==> src/pwr_defs.svh <==
// Constants for the power mode sequencer
// ============================================================
`ifndef PWR_DEFS_SVH
`define PWR_DEFS_SVH

`define CLK_PERIOD_PS      10000
`define SLEEP_WAKE_PS      1800000
`define STOP_WAKE_PS       5400000
`define STBY_WAKE_PS       50000000
`define SLEEP_WAKE_CYC     (`SLEEP_WAKE_PS / `CLK_PERIOD_PS)
`define STOP_WAKE_CYC      (`STOP_WAKE_PS / `CLK_PERIOD_PS)
`define STBY_WAKE_CYC      (`STBY_WAKE_PS / `CLK_PERIOD_PS)

`define REG_CTRL           8'h00
`define REG_PERI_EN        8'h04
`define REG_WAKE_SEL       8'h08
`define REG_STATUS         8'h0C
`define REG_BACKUP0        8'h10
`define REG_BACKUP1        8'h14
`define REG_BACKUP2        8'h18
`define REG_BACKUP3        8'h1C

`define CTRL_MODE_LSB      0
`define CTRL_TRX_OFF_BIT   2
`define CTRL_GO_BIT        3
`define PERI_EN_RST        16'h0000
`define WAKE_SEL_RST       16'h0000
`define BACKUP_RST         32'h0000_0000
`define NUM_BACKUP         4

`endif

==> src/pwr_pkg.sv <==
// Types for the power mode sequencer
package pwr_pkg;

  typedef enum logic [4:0] {
    ST_BOOT    = 5'b00001,
    ST_RUN     = 5'b00010,
    ST_SLEEP   = 5'b00100,
    ST_STOP    = 5'b01000,
    ST_STANDBY = 5'b10000
  } pwr_state_t;

  typedef enum logic [1:0] {
    REQ_SLEEP   = 2'h1,
    REQ_STOP    = 2'h2,
    REQ_STANDBY = 2'h3
  } pwr_req_t;

  typedef struct packed {
    logic        core_clk_en;
    logic [15:0] peri_clk_en;
    logic        trx_power;
    logic        peri_power;
    logic        ram_retain;
    logic        io_analog;
    logic        core_reset;
  } pwr_ctl_t;

  typedef struct packed {
    logic        any_irq;
    logic        rtc_irq;
    logic        ext_irq;
    logic        wake_pin;
  } wake_src_t;

endpackage

==> src/wake_timer.sv <==
// Wakeup latency counter
`timescale 1ns/1ps
module wake_timer
  import pwr_pkg::*;
#(
  parameter int W = 16
) (
  // Clock and reset
  input  wire logic         clk,
  input  wire logic         rst_n,
  // Control
  input  wire logic         start,
  input  wire logic [W-1:0] count,
  // Status
  output logic              busy,
  output logic              done
);

  logic [W-1:0] cnt_r;

  always_ff @(posedge clk or negedge rst_n) begin
    if (!rst_n) begin
      cnt_r <= '0;
      busy  <= 1'b0;
      done  <= 1'b0;
    end else begin
      done <= 1'b0;
      if (start) begin
        cnt_r <= count;
        busy  <= 1'b1;
      end else if (busy) begin
        if (cnt_r <= W'(1)) begin
          busy <= 1'b0;
          done <= 1'b1;
        end else begin
          cnt_r <= cnt_r - W'(1);
        end
      end
    end
  end

endmodule

==> src/boot_latch.sv <==
// Boot source capture after reset release
`timescale 1ns/1ps
module boot_latch (
  // Clock and reset
  input  wire logic clk,
  input  wire logic rst_n,
  // Strap
  input  wire logic boot_source_select,
  input  wire logic recapture,
  // Result
  output logic      boot_loader
);

  logic taken_r;

  always_ff @(posedge clk or negedge rst_n) begin
    if (!rst_n) begin
      taken_r     <= 1'b0;
      boot_loader <= 1'b0;
    end else if (!taken_r || recapture) begin
      taken_r     <= 1'b1;
      boot_loader <= boot_source_select;
    end
  end

endmodule

==> src/power_mode_sequencer.sv <==
// Power mode sequencer top level
`timescale 1ns/1ps
`include "pwr_defs.svh"
module power_mode_sequencer
  import pwr_pkg::*;
(
  // Clock and reset
  input  wire logic        clk,
  input  wire logic        rst_n,
  // Register port
  input  wire logic [7:0]  addr,
  input  wire logic [31:0] wdata,
  input  wire logic        wr,
  input  wire logic        rd,
  output logic      [31:0] rdata,
  // Wake sources
  input  wire wake_src_t   wake,
  input  wire logic [15:0] peri_irq,
  input  wire logic        cpu_wfi,
  // Boot strap
  input  wire logic        boot_source_select,
  // Power controls
  output pwr_ctl_t         ctl,
  output logic             boot_loader,
  output logic             resume
);

  // ==========================================================
  // Registers
  pwr_state_t  state_r;
  pwr_state_t  state_nxt;
  logic [1:0]  req_mode_r;
  logic        go_r;
  logic        trx_off_r;
  logic [15:0] peri_en_r;
  logic [15:0] wake_sel_r;
  logic [31:0] backup_r [`NUM_BACKUP];
  logic        from_stby_r;
  logic        tmr_start;
  logic [15:0] tmr_count;
  logic        tmr_busy;
  logic        tmr_done;
  logic        wake_ev;
  logic [1:0]  bidx;
  logic        in_boot;
  logic        ctrl_wr;
  logic        peri_wr;
  logic        wsel_wr;
  logic        sleep_wake;
  logic        stop_wake;
  logic        stby_wake;

  // Wake latencies in core clock cycles
  localparam logic [15:0] SLP_CYC = 16'(`SLEEP_WAKE_CYC);
  localparam logic [15:0] STP_CYC = 16'(`STOP_WAKE_CYC);
  localparam logic [15:0] SBY_CYC = 16'(`STBY_WAKE_CYC);

  assign bidx = addr[3:2];

  // ==========================================================
  // Software writes
  // A reset restart clears trx_off_r, peri_en_r and wake_sel_r but keeps req_mode_r, and blocks writes other than to the backup registers
  assign in_boot = (state_r == ST_BOOT) || (state_nxt == ST_BOOT);
  assign ctrl_wr = wr && !in_boot && (addr == `REG_CTRL);
  assign peri_wr = wr && !in_boot && (addr == `REG_PERI_EN);
  assign wsel_wr = wr && !in_boot && (addr == `REG_WAKE_SEL);

  // Mode request; go lasts one cycle
  always_ff @(posedge clk or negedge rst_n) begin
    if (!rst_n) begin
      req_mode_r <= 2'h0;
      go_r       <= 1'b0;
    end else begin
      go_r <= ctrl_wr && wdata[`CTRL_GO_BIT];
      if (ctrl_wr) begin
        req_mode_r <= wdata[`CTRL_MODE_LSB +: 2];
      end
    end
  end

  // Transceiver power-down request
  always_ff @(posedge clk or negedge rst_n) begin
    if (!rst_n) begin
      trx_off_r <= 1'b0;
    end else if (in_boot) begin
      trx_off_r <= 1'b0;
    end else if (ctrl_wr) begin
      trx_off_r <= wdata[`CTRL_TRX_OFF_BIT];
    end
  end

  // Peripheral clock enables
  always_ff @(posedge clk or negedge rst_n) begin
    if (!rst_n) begin
      peri_en_r <= `PERI_EN_RST;
    end else if (in_boot) begin
      peri_en_r <= `PERI_EN_RST;
    end else if (peri_wr) begin
      peri_en_r <= wdata[15:0];
    end
  end

  // Wake source selection
  always_ff @(posedge clk or negedge rst_n) begin
    if (!rst_n) begin
      wake_sel_r <= `WAKE_SEL_RST;
    end else if (in_boot) begin
      wake_sel_r <= `WAKE_SEL_RST;
    end else if (wsel_wr) begin
      wake_sel_r <= wdata[15:0];
    end
  end

  // Backup registers are never cleared by mode changes
  always_ff @(posedge clk or negedge rst_n) begin
    if (!rst_n) begin
      for (int i = 0; i < `NUM_BACKUP; i++) begin
        backup_r[i] <= `BACKUP_RST;
      end
    end else if (wr && addr[7:4] == 4'h1) begin
      backup_r[bidx] <= wdata;
    end
  end

  // ==========================================================
  // Wake qualification
  assign sleep_wake = wake.any_irq | (|(peri_irq & wake_sel_r));
  assign stop_wake  = wake.rtc_irq | wake.ext_irq;
  assign stby_wake  = wake.rtc_irq | wake.wake_pin;

  always_comb begin
    wake_ev = 1'b0;
    unique case (state_r)
      ST_SLEEP:   wake_ev = sleep_wake;
      ST_STOP:    wake_ev = stop_wake;
      ST_STANDBY: wake_ev = stby_wake;
      default:    wake_ev = 1'b0;
    endcase
  end

  // ==========================================================
  // Mode sequencer
  // Wake latency of the mode being left
  always_comb begin
    unique case (state_r)
      ST_STOP:    tmr_count = STP_CYC;
      ST_STANDBY: tmr_count = SBY_CYC;
      default:    tmr_count = SLP_CYC;
    endcase
  end

  always_comb begin
    state_nxt = state_r;
    tmr_start = 1'b0;
    unique case (state_r)
      ST_BOOT: state_nxt = ST_RUN;
      ST_RUN: begin
        if (go_r && cpu_wfi) begin
          unique case (req_mode_r)
            2'h1:    state_nxt = ST_SLEEP;
            2'h2:    state_nxt = ST_STOP;
            2'h3:    state_nxt = ST_STANDBY;
            default: state_nxt = ST_RUN;
          endcase
        end
      end
      ST_SLEEP, ST_STOP, ST_STANDBY: begin
        // A finishing count must not restart on a still-high wake
        if (wake_ev && !tmr_busy && !tmr_done) begin
          tmr_start = 1'b1;
        end
        if (tmr_done) begin
          state_nxt = (state_r == ST_STANDBY) ? ST_BOOT : ST_RUN;
        end
      end
      default: state_nxt = ST_BOOT;
    endcase
  end

  always_ff @(posedge clk or negedge rst_n) begin
    if (!rst_n) begin
      state_r <= ST_BOOT;
    end else begin
      state_r <= state_nxt;
    end
  end

  // Standby marker for the strap recapture
  always_ff @(posedge clk or negedge rst_n) begin
    if (!rst_n) begin
      from_stby_r <= 1'b0;
    end else if (state_r == ST_STANDBY) begin
      from_stby_r <= 1'b1;
    end else if (state_r == ST_RUN) begin
      from_stby_r <= 1'b0;
    end
  end

  // Resume at the stop point for sleep and stop only
  always_ff @(posedge clk or negedge rst_n) begin
    if (!rst_n) begin
      resume <= 1'b0;
    end else begin
      resume <= tmr_done &&
                (state_r == ST_SLEEP || state_r == ST_STOP);
    end
  end

  wake_timer #(
    .W (16)
  ) u_timer (
    .clk   (clk),
    .rst_n (rst_n),
    .start (tmr_start),
    .count (tmr_count),
    .busy  (tmr_busy),
    .done  (tmr_done)
  );

  boot_latch u_boot (
    .clk                (clk),
    .rst_n              (rst_n),
    .boot_source_select (boot_source_select),
    .recapture          (state_r == ST_BOOT && from_stby_r),
    .boot_loader        (boot_loader)
  );

  // ==========================================================
  // Power and clock controls
  always_ff @(posedge clk or negedge rst_n) begin
    if (!rst_n) begin
      ctl <= '{core_clk_en: 1'b0, peri_clk_en: 16'h0000, trx_power: 1'b0,
               peri_power: 1'b1, ram_retain: 1'b1, io_analog: 1'b0,
               core_reset: 1'b1};
    end else begin
      unique case (state_nxt)
        ST_BOOT: begin
          ctl.core_clk_en <= 1'b0;
          ctl.peri_clk_en <= 16'h0000;
          ctl.trx_power   <= 1'b0;
          ctl.peri_power  <= 1'b1;
          ctl.ram_retain  <= 1'b0;
          ctl.io_analog   <= 1'b0;
          ctl.core_reset  <= 1'b1;
        end
        ST_RUN: begin
          ctl.core_clk_en <= 1'b1;
          ctl.peri_clk_en <= peri_en_r;
          ctl.trx_power   <= !trx_off_r;
          ctl.peri_power  <= 1'b1;
          ctl.ram_retain  <= 1'b1;
          ctl.io_analog   <= 1'b0;
          ctl.core_reset  <= 1'b0;
        end
        ST_SLEEP: begin
          ctl.core_clk_en <= 1'b0;
          ctl.peri_clk_en <= peri_en_r & wake_sel_r;
          ctl.trx_power   <= !trx_off_r && wake_sel_r[0];
          ctl.peri_power  <= 1'b1;
          ctl.ram_retain  <= 1'b1;
          ctl.io_analog   <= 1'b0;
          ctl.core_reset  <= 1'b0;
        end
        ST_STOP: begin
          ctl.core_clk_en <= 1'b0;
          ctl.peri_clk_en <= 16'h0000;
          ctl.trx_power   <= !trx_off_r && wake_sel_r[0];
          ctl.peri_power  <= 1'b1;
          ctl.ram_retain  <= 1'b1;
          ctl.io_analog   <= 1'b0;
          ctl.core_reset  <= 1'b0;
        end
        ST_STANDBY: begin
          ctl.core_clk_en <= 1'b0;
          ctl.peri_clk_en <= 16'h0000;
          ctl.trx_power   <= 1'b0;
          ctl.peri_power  <= 1'b0;
          ctl.ram_retain  <= 1'b0;
          ctl.io_analog   <= 1'b1;
          ctl.core_reset  <= 1'b0;
        end
        default: ;
      endcase
    end
  end

  // ==========================================================
  // Read port
  always_ff @(posedge clk or negedge rst_n) begin
    if (!rst_n) begin
      rdata <= 32'h0000_0000;
    end else if (rd) begin
      rdata <= 32'h0000_0000;
      unique case (addr)
        `REG_CTRL:     rdata <= {28'h0, 1'b0, trx_off_r, req_mode_r};
        `REG_PERI_EN:  rdata <= {16'h0, peri_en_r};
        `REG_WAKE_SEL: rdata <= {16'h0, wake_sel_r};
        `REG_STATUS:   rdata <= {25'h0, boot_loader, tmr_busy, state_r};
        `REG_BACKUP0, `REG_BACKUP1, `REG_BACKUP2, `REG_BACKUP3:
          rdata <= backup_r[bidx];
        default:       rdata <= 32'h0000_0000;
      endcase
    end
  end

endmodule

==> config.mk <==
export PLATFORM = sky130hd
export DESIGN_NAME = power_mode_sequencer
export DESIGN_NICKNAME = d
export VERILOG_FILES = /design/src/pwr_pkg.sv /design/src/wake_timer.sv /design/src/boot_latch.sv /design/src/power_mode_sequencer.sv
export VERILOG_INCLUDE_DIRS = /design/src
export SDC_FILE = /design/constraint.sdc
export NUM_CORES = 1
export LEC_CHECK = 0
export BUFFER_PORTS_ARGS = -buffer_cell sky130_fd_sc_hd__buf_2
export CAP_MARGIN = 20
export CORE_MARGIN = 2
export CORE_UTILIZATION = 25
export DETAILED_ROUTE_END_ITERATION = 10
export PLACE_DENSITY = 0.45
export SLEW_MARGIN = 20
export SYNTH_ARGS = -nofsm -noshare
export SYNTH_HDL_FRONTEND = slang
export SYNTH_HIERARCHICAL = 1
export SYNTH_SLANG_ARGS = --single-unit
==> constraint.sdc <==
create_clock -name clk -period 2.26 [get_ports clk]
set_input_delay 0.339 -clock clk [delete_from_list [all_inputs] [get_ports clk]]
set_output_delay 0.339 -clock clk [all_outputs]
set_load 0.03 [all_outputs]
### Yosys cells after proc, flatten, opt, wreduce, memory -nomap -nowiden

Index checks and enable logic that the tools add are counted.

* input port bits: 66
* flip-flop bits (word level): 245

* add/subtract/negate cells: 1
* bitwise logic cells: 6
* equal/unequal tests: 22
* reduce and logical (&&, ||, !) cells: 32
* order comparisons: 3
* mux-type cells: 34

Operators with widths (number)
* 32-bit case mux with 5 select lines: 1
* 128-bit bitwise mux: 1
* 16-bit two-way mux: 7
* 22-bit case mux with 5 select lines: 1
* 32-bit two-way mux: 3
* 32-bit binary-select mux with 2-bit select: 1
* 32-bit demux with 2-bit select: 1
* 16-bit bitwise AND: 2
* 8-bit by 5-bit == test with 1-bit output (second input constant): 4
* 5-bit case mux with 3 select lines: 2
* 13-bit case mux with 2 select lines: 1
* 8-bit by 4-bit == test with 1-bit output (second input constant): 2
* 16-bit by 1-bit less-or-equal comparator with 1-bit output (second input constant): 1
* 16-bit OR reduction: 1
* 16-bit by 1-bit subtractor with 16-bit output (second input constant): 1
* 1-bit logical AND: 13
* 1-bit two-way mux: 12
* 5-bit by 1-bit == test with 1-bit output (second input constant): 2
* 5-bit by 2-bit == test with 1-bit output (second input constant): 2
* 5-bit by 3-bit == test with 1-bit output (second input constant): 2
* 5-bit by 4-bit == test with 1-bit output (second input constant): 2
* 5-bit == test (second input constant): 2
* 5-bit two-way mux: 2
* 2-bit nonzero test: 5
* other kinds (18): 27

### Longest topological paths before layout

* word-level depth: 11
* depth in mapped cells: 11
* mapped depth without buffers: 9

### Hierarchy

The synthesis kept the hierarchy.

Modules (own cells, without submodules)
* power_mode_sequencer: cells each 706, times used 1, area each 9943.3 sq um, sequential area each 5635.4 sq um
* wake_timer: cells each 145, times used 1, area each 1197.4 sq um, sequential area each 450.4 sq um
* boot_latch: cells each 5, times used 1, area each 75.1 sq um, sequential area each 50.0 sq um

### Worst setup path after synthesis

No wires, ideal clock.

* path type: reg-to-reg
* start point: reg state_r[0]
* end point: reg u_timer.cnt_r[9]
* setup time: 0.141 ns
* stages on the path, launching flop included: 12
* setup slack: -0.125 ns
* path buffers: 3
* arrival: 2.245 ns
* clock period less this slack: 2.385 ns
* path through: dfstp_2 -> clkbuf_1 -> nor2_1 -> nand3_1 -> a21oi_1 -> a2bb2oi_1 -> o31ai_1 -> clkbuf_1 -> clkbuf_1 -> nor2_1 -> nand4b_1 -> nand3_1

* word-level cells in the longest chain between the ends: 8
* elaborated cells between the ends (all ways): 14
* those cells by class: eq/ne: 4; mux: 5; reduce/logical: 5

RTL lines
* from (decl): RTL line power_mode_sequencer.sv:30 `pwr_state_t state_r;`
* from (signal assigned): RTL line power_mode_sequencer.sv:184 `state_r <= state_nxt;`
* 5-bit == test (tied with other cells): RTL line power_mode_sequencer.sv:133, power_mode_sequencer.sv:155
* 1-bit case mux with 3 select lines: RTL line power_mode_sequencer.sv:133 `unique case (state_r)`
* 1-bit logical AND (2 in series): RTL line power_mode_sequencer.sv:169 `if (wake_ev && !tmr_busy && !tmr_done) begin`
* 1-bit two-way mux: RTL line power_mode_sequencer.sv:169
* 1-bit two-way mux (*): RTL line power_mode_sequencer.sv:155 `unique case (state_r)`
* named net tmr_start: RTL line power_mode_sequencer.sv:39 `logic tmr_start;`
* 2-bit inequality test (no line) / 2-bit nonzero test (equally long branches)
* 2-bit AND reduction (no line)
* to (signal assigned): RTL line wake_timer.sv:29 `cnt_r <= count;`
* to (signal assigned): RTL line wake_timer.sv:36 `cnt_r <= cnt_r - W'(1);`
* to (decl): RTL line wake_timer.sv:19 `logic [W-1:0] cnt_r;`

Mark *: on every way through the listed nets, which the timed path passes. The rest lies on a longest branch.
A chain may end at the register's enable or synchronous reset.

### Final worst setup path

* start point: reg wake_sel_r[12]
* end point: reg u_timer.cnt_r[10]

* word-level cells in the longest chain between the ends: 10
* elaborated cells between the ends (all ways): 12
* those cells by class: eq/ne: 1; mux: 4; bitwise: 2; reduce/logical: 5

RTL lines
* from (decl): RTL line power_mode_sequencer.sv:36 `logic [15:0] wake_sel_r;`
* from (signal assigned): RTL line power_mode_sequencer.sv:106 `` wake_sel_r <= `WAKE_SEL_RST; ``
* from (signal assigned): RTL line power_mode_sequencer.sv:108 `` wake_sel_r <= `WAKE_SEL_RST; ``
* from (signal assigned): RTL line power_mode_sequencer.sv:110 `wake_sel_r <= wdata[15:0];`
* 16-bit bitwise AND (*): RTL line power_mode_sequencer.sv:127 `assign sleep_wake = wake.any_irq | (|(peri_irq & wake_sel_r));`
* 16-bit OR reduction (*): RTL line power_mode_sequencer.sv:127
* 1-bit OR (*): RTL line power_mode_sequencer.sv:127
* 1-bit case mux with 3 select lines (*): RTL line power_mode_sequencer.sv:133
* 1-bit logical AND (*) (2 in series): RTL line power_mode_sequencer.sv:169
* 1-bit two-way mux (*): RTL line power_mode_sequencer.sv:169
* 1-bit two-way mux (*): RTL line power_mode_sequencer.sv:155
* named net tmr_start: RTL line power_mode_sequencer.sv:39
* 2-bit inequality test (no line) / 2-bit nonzero test (equally long branches)
* 2-bit AND reduction (no line)

Marked as above.

==> key figures <==
CTS
  • H-tree depth: 1
  • Worst-path clk slew: around 60 ps
  • TritonCTS Buffers: 29
  • CTS tree: done
  • Sink Count: between 200 and 250
  • Clk_lat worst skew: roughly 550 ps
  • Clock root cell: clkbuf_16
  • Clk buf depth: 3

Yosys
  • Post-synthesis register bit count: about 250
  • Cell taking the most area after synthesis: dfrtp_1
  • Area share of and/or/nand/nor cells after synthesis: 0.0834
  • Share of the synthesized area in the top cell type: 0.538
  • Synth Area in Adders: 0.00223
  • Xor and xnor area share after synthesis: 0.00312
  • Largest family of logic cells by synthesized area: multiplexers
  • YS warnings: 6
  • Mapped cell area: ~0.011 mm²
  • Post-synth EDFFs: 0
  • Seq/Total Area, Yosys: 0.547
  • Synth top area cells: dfrtp_1 54%, mux2_2 12%, mux4_2 7.0%
  • Compound-Gate Fraction of Synth Area: 0.0917
  • Most frequent cells after synthesis: 241 x dfrtp_1, 122 x mux2_2, 68 x nor2_1, 39 x mux2i_1, 35 x mux4_2
  • Post-synth cell types: 72
  • Post-synth ARST share: 1.00
  • Syn Area/Cell: between 10 and 15 µm²
  • Post-synthesis mux area share: 0.238
  • Most common cell in the netlist: dfrtp_1
  • Main synth FF type: dfrtp_1
  • Post-Synthesis Cells: about 860

Drt
  • Final WL: 32400 µm
  • Drc violations: 0
  • Initial DRC count: 461
  • DRT antenna net count: 0
  • Via Count: 7748
  • Pre-Repair DR Iteration Count: 5
  • WL per Instance: around 20 µm
  • Via/cell ratio: roughly 4.7

Min path
  • Worst Hold Class: primary input to flop

Timing
  • Sum Neg Setup Slack: -4.33 ps
  • Worst clock skew: roughly 14 ps
  • Slew Viols, Final: 0
  • Final hold slack: 61.4 ps
  • Final setup viols: 1
  • RSZ-0062 raised after global routing: true
  • Max Freq: between 400 and 500 MHz
  • Final min period: about 2300 ps
  • Final setup margin: -4.33 ps
  • Final critical-path share of the clock period: 1.00
  • Relative slew slack: 0.576
  • Final Hold Viols: 0
  • Slew of the pin with the lowest slew margin: 636 ps

Die
  • Die Wd: around 220 µm
  • Core area: about 0.044 mm²
  • Die Span Y: 216 µm
  • Row count: 77
  • Top Ports: 122
  • Die area: about 0.047 mm²
  • Initial core utilization: 0.254

Pwr
  • Maximum vdd drop: around 0.50 mV
  • Power density over the cells: 889 mW/mm²
  • Leakage: approximately 0.0067 µW
  • Tot Pwr: roughly 13000 µW

Global routing
  • Global-route wire length before repair: 50900 µm
  • Initial antenna violation count: 2
  • Vias in the first global route: 7933
  • Overflow after GRT: 0
  • Gr usage total: 0.140
  • Largest net degree at the start of global routing: 75

Worst setup path
  • Worst EP arrival: approximately 2700 ps
  • Critical path type: flop to flop
  • Worst setup SP type: flop
  • Critical path capture point type: flop
  • CP Max Fanout: 5
  • WP data required: about 2700 ps

Layout
  • Post-route cell area: ~0.014 mm²
  • Share of cells above drive strength 1: 0.423
  • Layout Nets: between 1000 and 1500
  • Ant diodes: 0
  • Area grow syn2layout: 27.0%

Flow run
  • Max_cap viols: 0

Placement
  • Post-placement cell area: about 0.013 mm²
  • Post-DP HPWL: around 22000 µm
  • IO Port Bufs: 121
  • Routability cong.: roughly 0.83

Outcome
  • Violated checks: negative setup slack
  • Outcome: complete, but fails checks
final timing paths:
kind,from,end,slack [ps],cells past startpoint
setup / recovery,wake_sel_r[12],u_timer/cnt_r[10],-4,9
hold / removal,boot_source_select,u_boot/boot_loader,60,2
setup reg to reg,wake_sel_r[12],u_timer/cnt_r[10],-4,9
hold reg to reg,trx_off_r,ctl[4],480,1
max in group asynchronous,rst_n,backup_r[22],1150,3
min in group asynchronous,rst_n,backup_r[39],370,2
metal layers:
metal	global-route usage	wire (µm)
met1	0.208	16100
met2	0.216	14600
met3	0.0217	1230
met4	0.0225	458
met5	0	13
power breakdown:
group	total [µW]	internal [µW]	switching (µW)
clock	5010	3120	1900
combinational	2400	1070	1330
sequential	5250	4920	326
total	12700	9110	3560
registers in the layout, summed over array words and instances (netlist names):
| register | flops |
|---|---|
| req_mode_r | 2 |
| u_boot/taken_r | 1 |
| u_timer/busy | 1 |
| go_r | 1 |
| resume | 1 |
| peri_en_r | 16 |
| from_stby_r | 1 |
| u_timer/cnt_r | 16 |
| rdata | 32 |
| backup_r | 128 |
| u_timer/done | 1 |
| u_boot/boot_loader | 1 |
| state_r | 5 |
| ctl | 22 |
| wake_sel_r | 16 |
| trx_off_r | 1 |
what timing repair did:
action | in CTS | in global routing
setup buffers | 0 | 4
resized for setup | 4 | 19
hold buffers | 1 | 0
endpoints found under the setup margin | 14 | 14
gates cloned | 0 | 1
pin swaps | 0 | 6
hold endpoints to repair | 63 | 0
per-stage QoR:
stage	worst slack, ps	std cells	utilization
CTS	-31.4	1654	0.319
floorplan	-6.06	863	-
finish	-4.33	1659	0.322
global route	-103	1659	0.322
detailed placement	-210	1600	0.296
global placement	-175	1600	0.296
layout by cell type, fill, tap and decap left out, types with 7 or more instances in the layout:
cell       Yosys  layout
a21boi_0       9       9
a21boi_1       7       7
a21oi_1       19      19
a22oi_1       27      27
a32o_1        16      16
buf_12         0      11
buf_2         27     121
buf_4          3      72
clkbuf_16      0      29
conb_1         2       9
dfrtp_1      241     241
inv_1         13      12
mux2_1         9       9
mux2_2       122     122
mux2i_1       39      39
mux4_2        35      35
nand2_1       34      34
nand2b_1       8       8
nand3_1       14      14
nor2_1        68      62
nor3_1        11      10
o21ai_0       21      21
layout make-up:
cell class,count,area (µm²)
flip-flops and latches,245,6140
inverters,14,52.6
well taps,592,741
fillers,4446,30000
clock buffers,40,827
repair buffers,210,1440
multi-input cells,545,4850
clock inverters,13,196
critical path: stages, from the launching register on:
cell and delay (ps):
dfrtp_1 390, a222oi_1 320, nand3_1 200, a2111oi_2 260, buf_4 180, or4_4 130, o31ai_4 90, o41ai_1 430
a31oi_1 80, a21oi_1 130
kinds of logic (layout without fill, tap and decap cells):
family                   count (synthesis)  count (layout)
flip-flops                             245             245
XOR/XNOR                                 4               4
other                                    2               9
AO/OA/AOI/OAI                          140             140
adder cells (fa/ha/maj)                  2               2
AND/OR/NAND/NOR                        184             184
multiplexers                           206             206
buffers and inverters                   73             277
(Power assumes the default switching activity.)
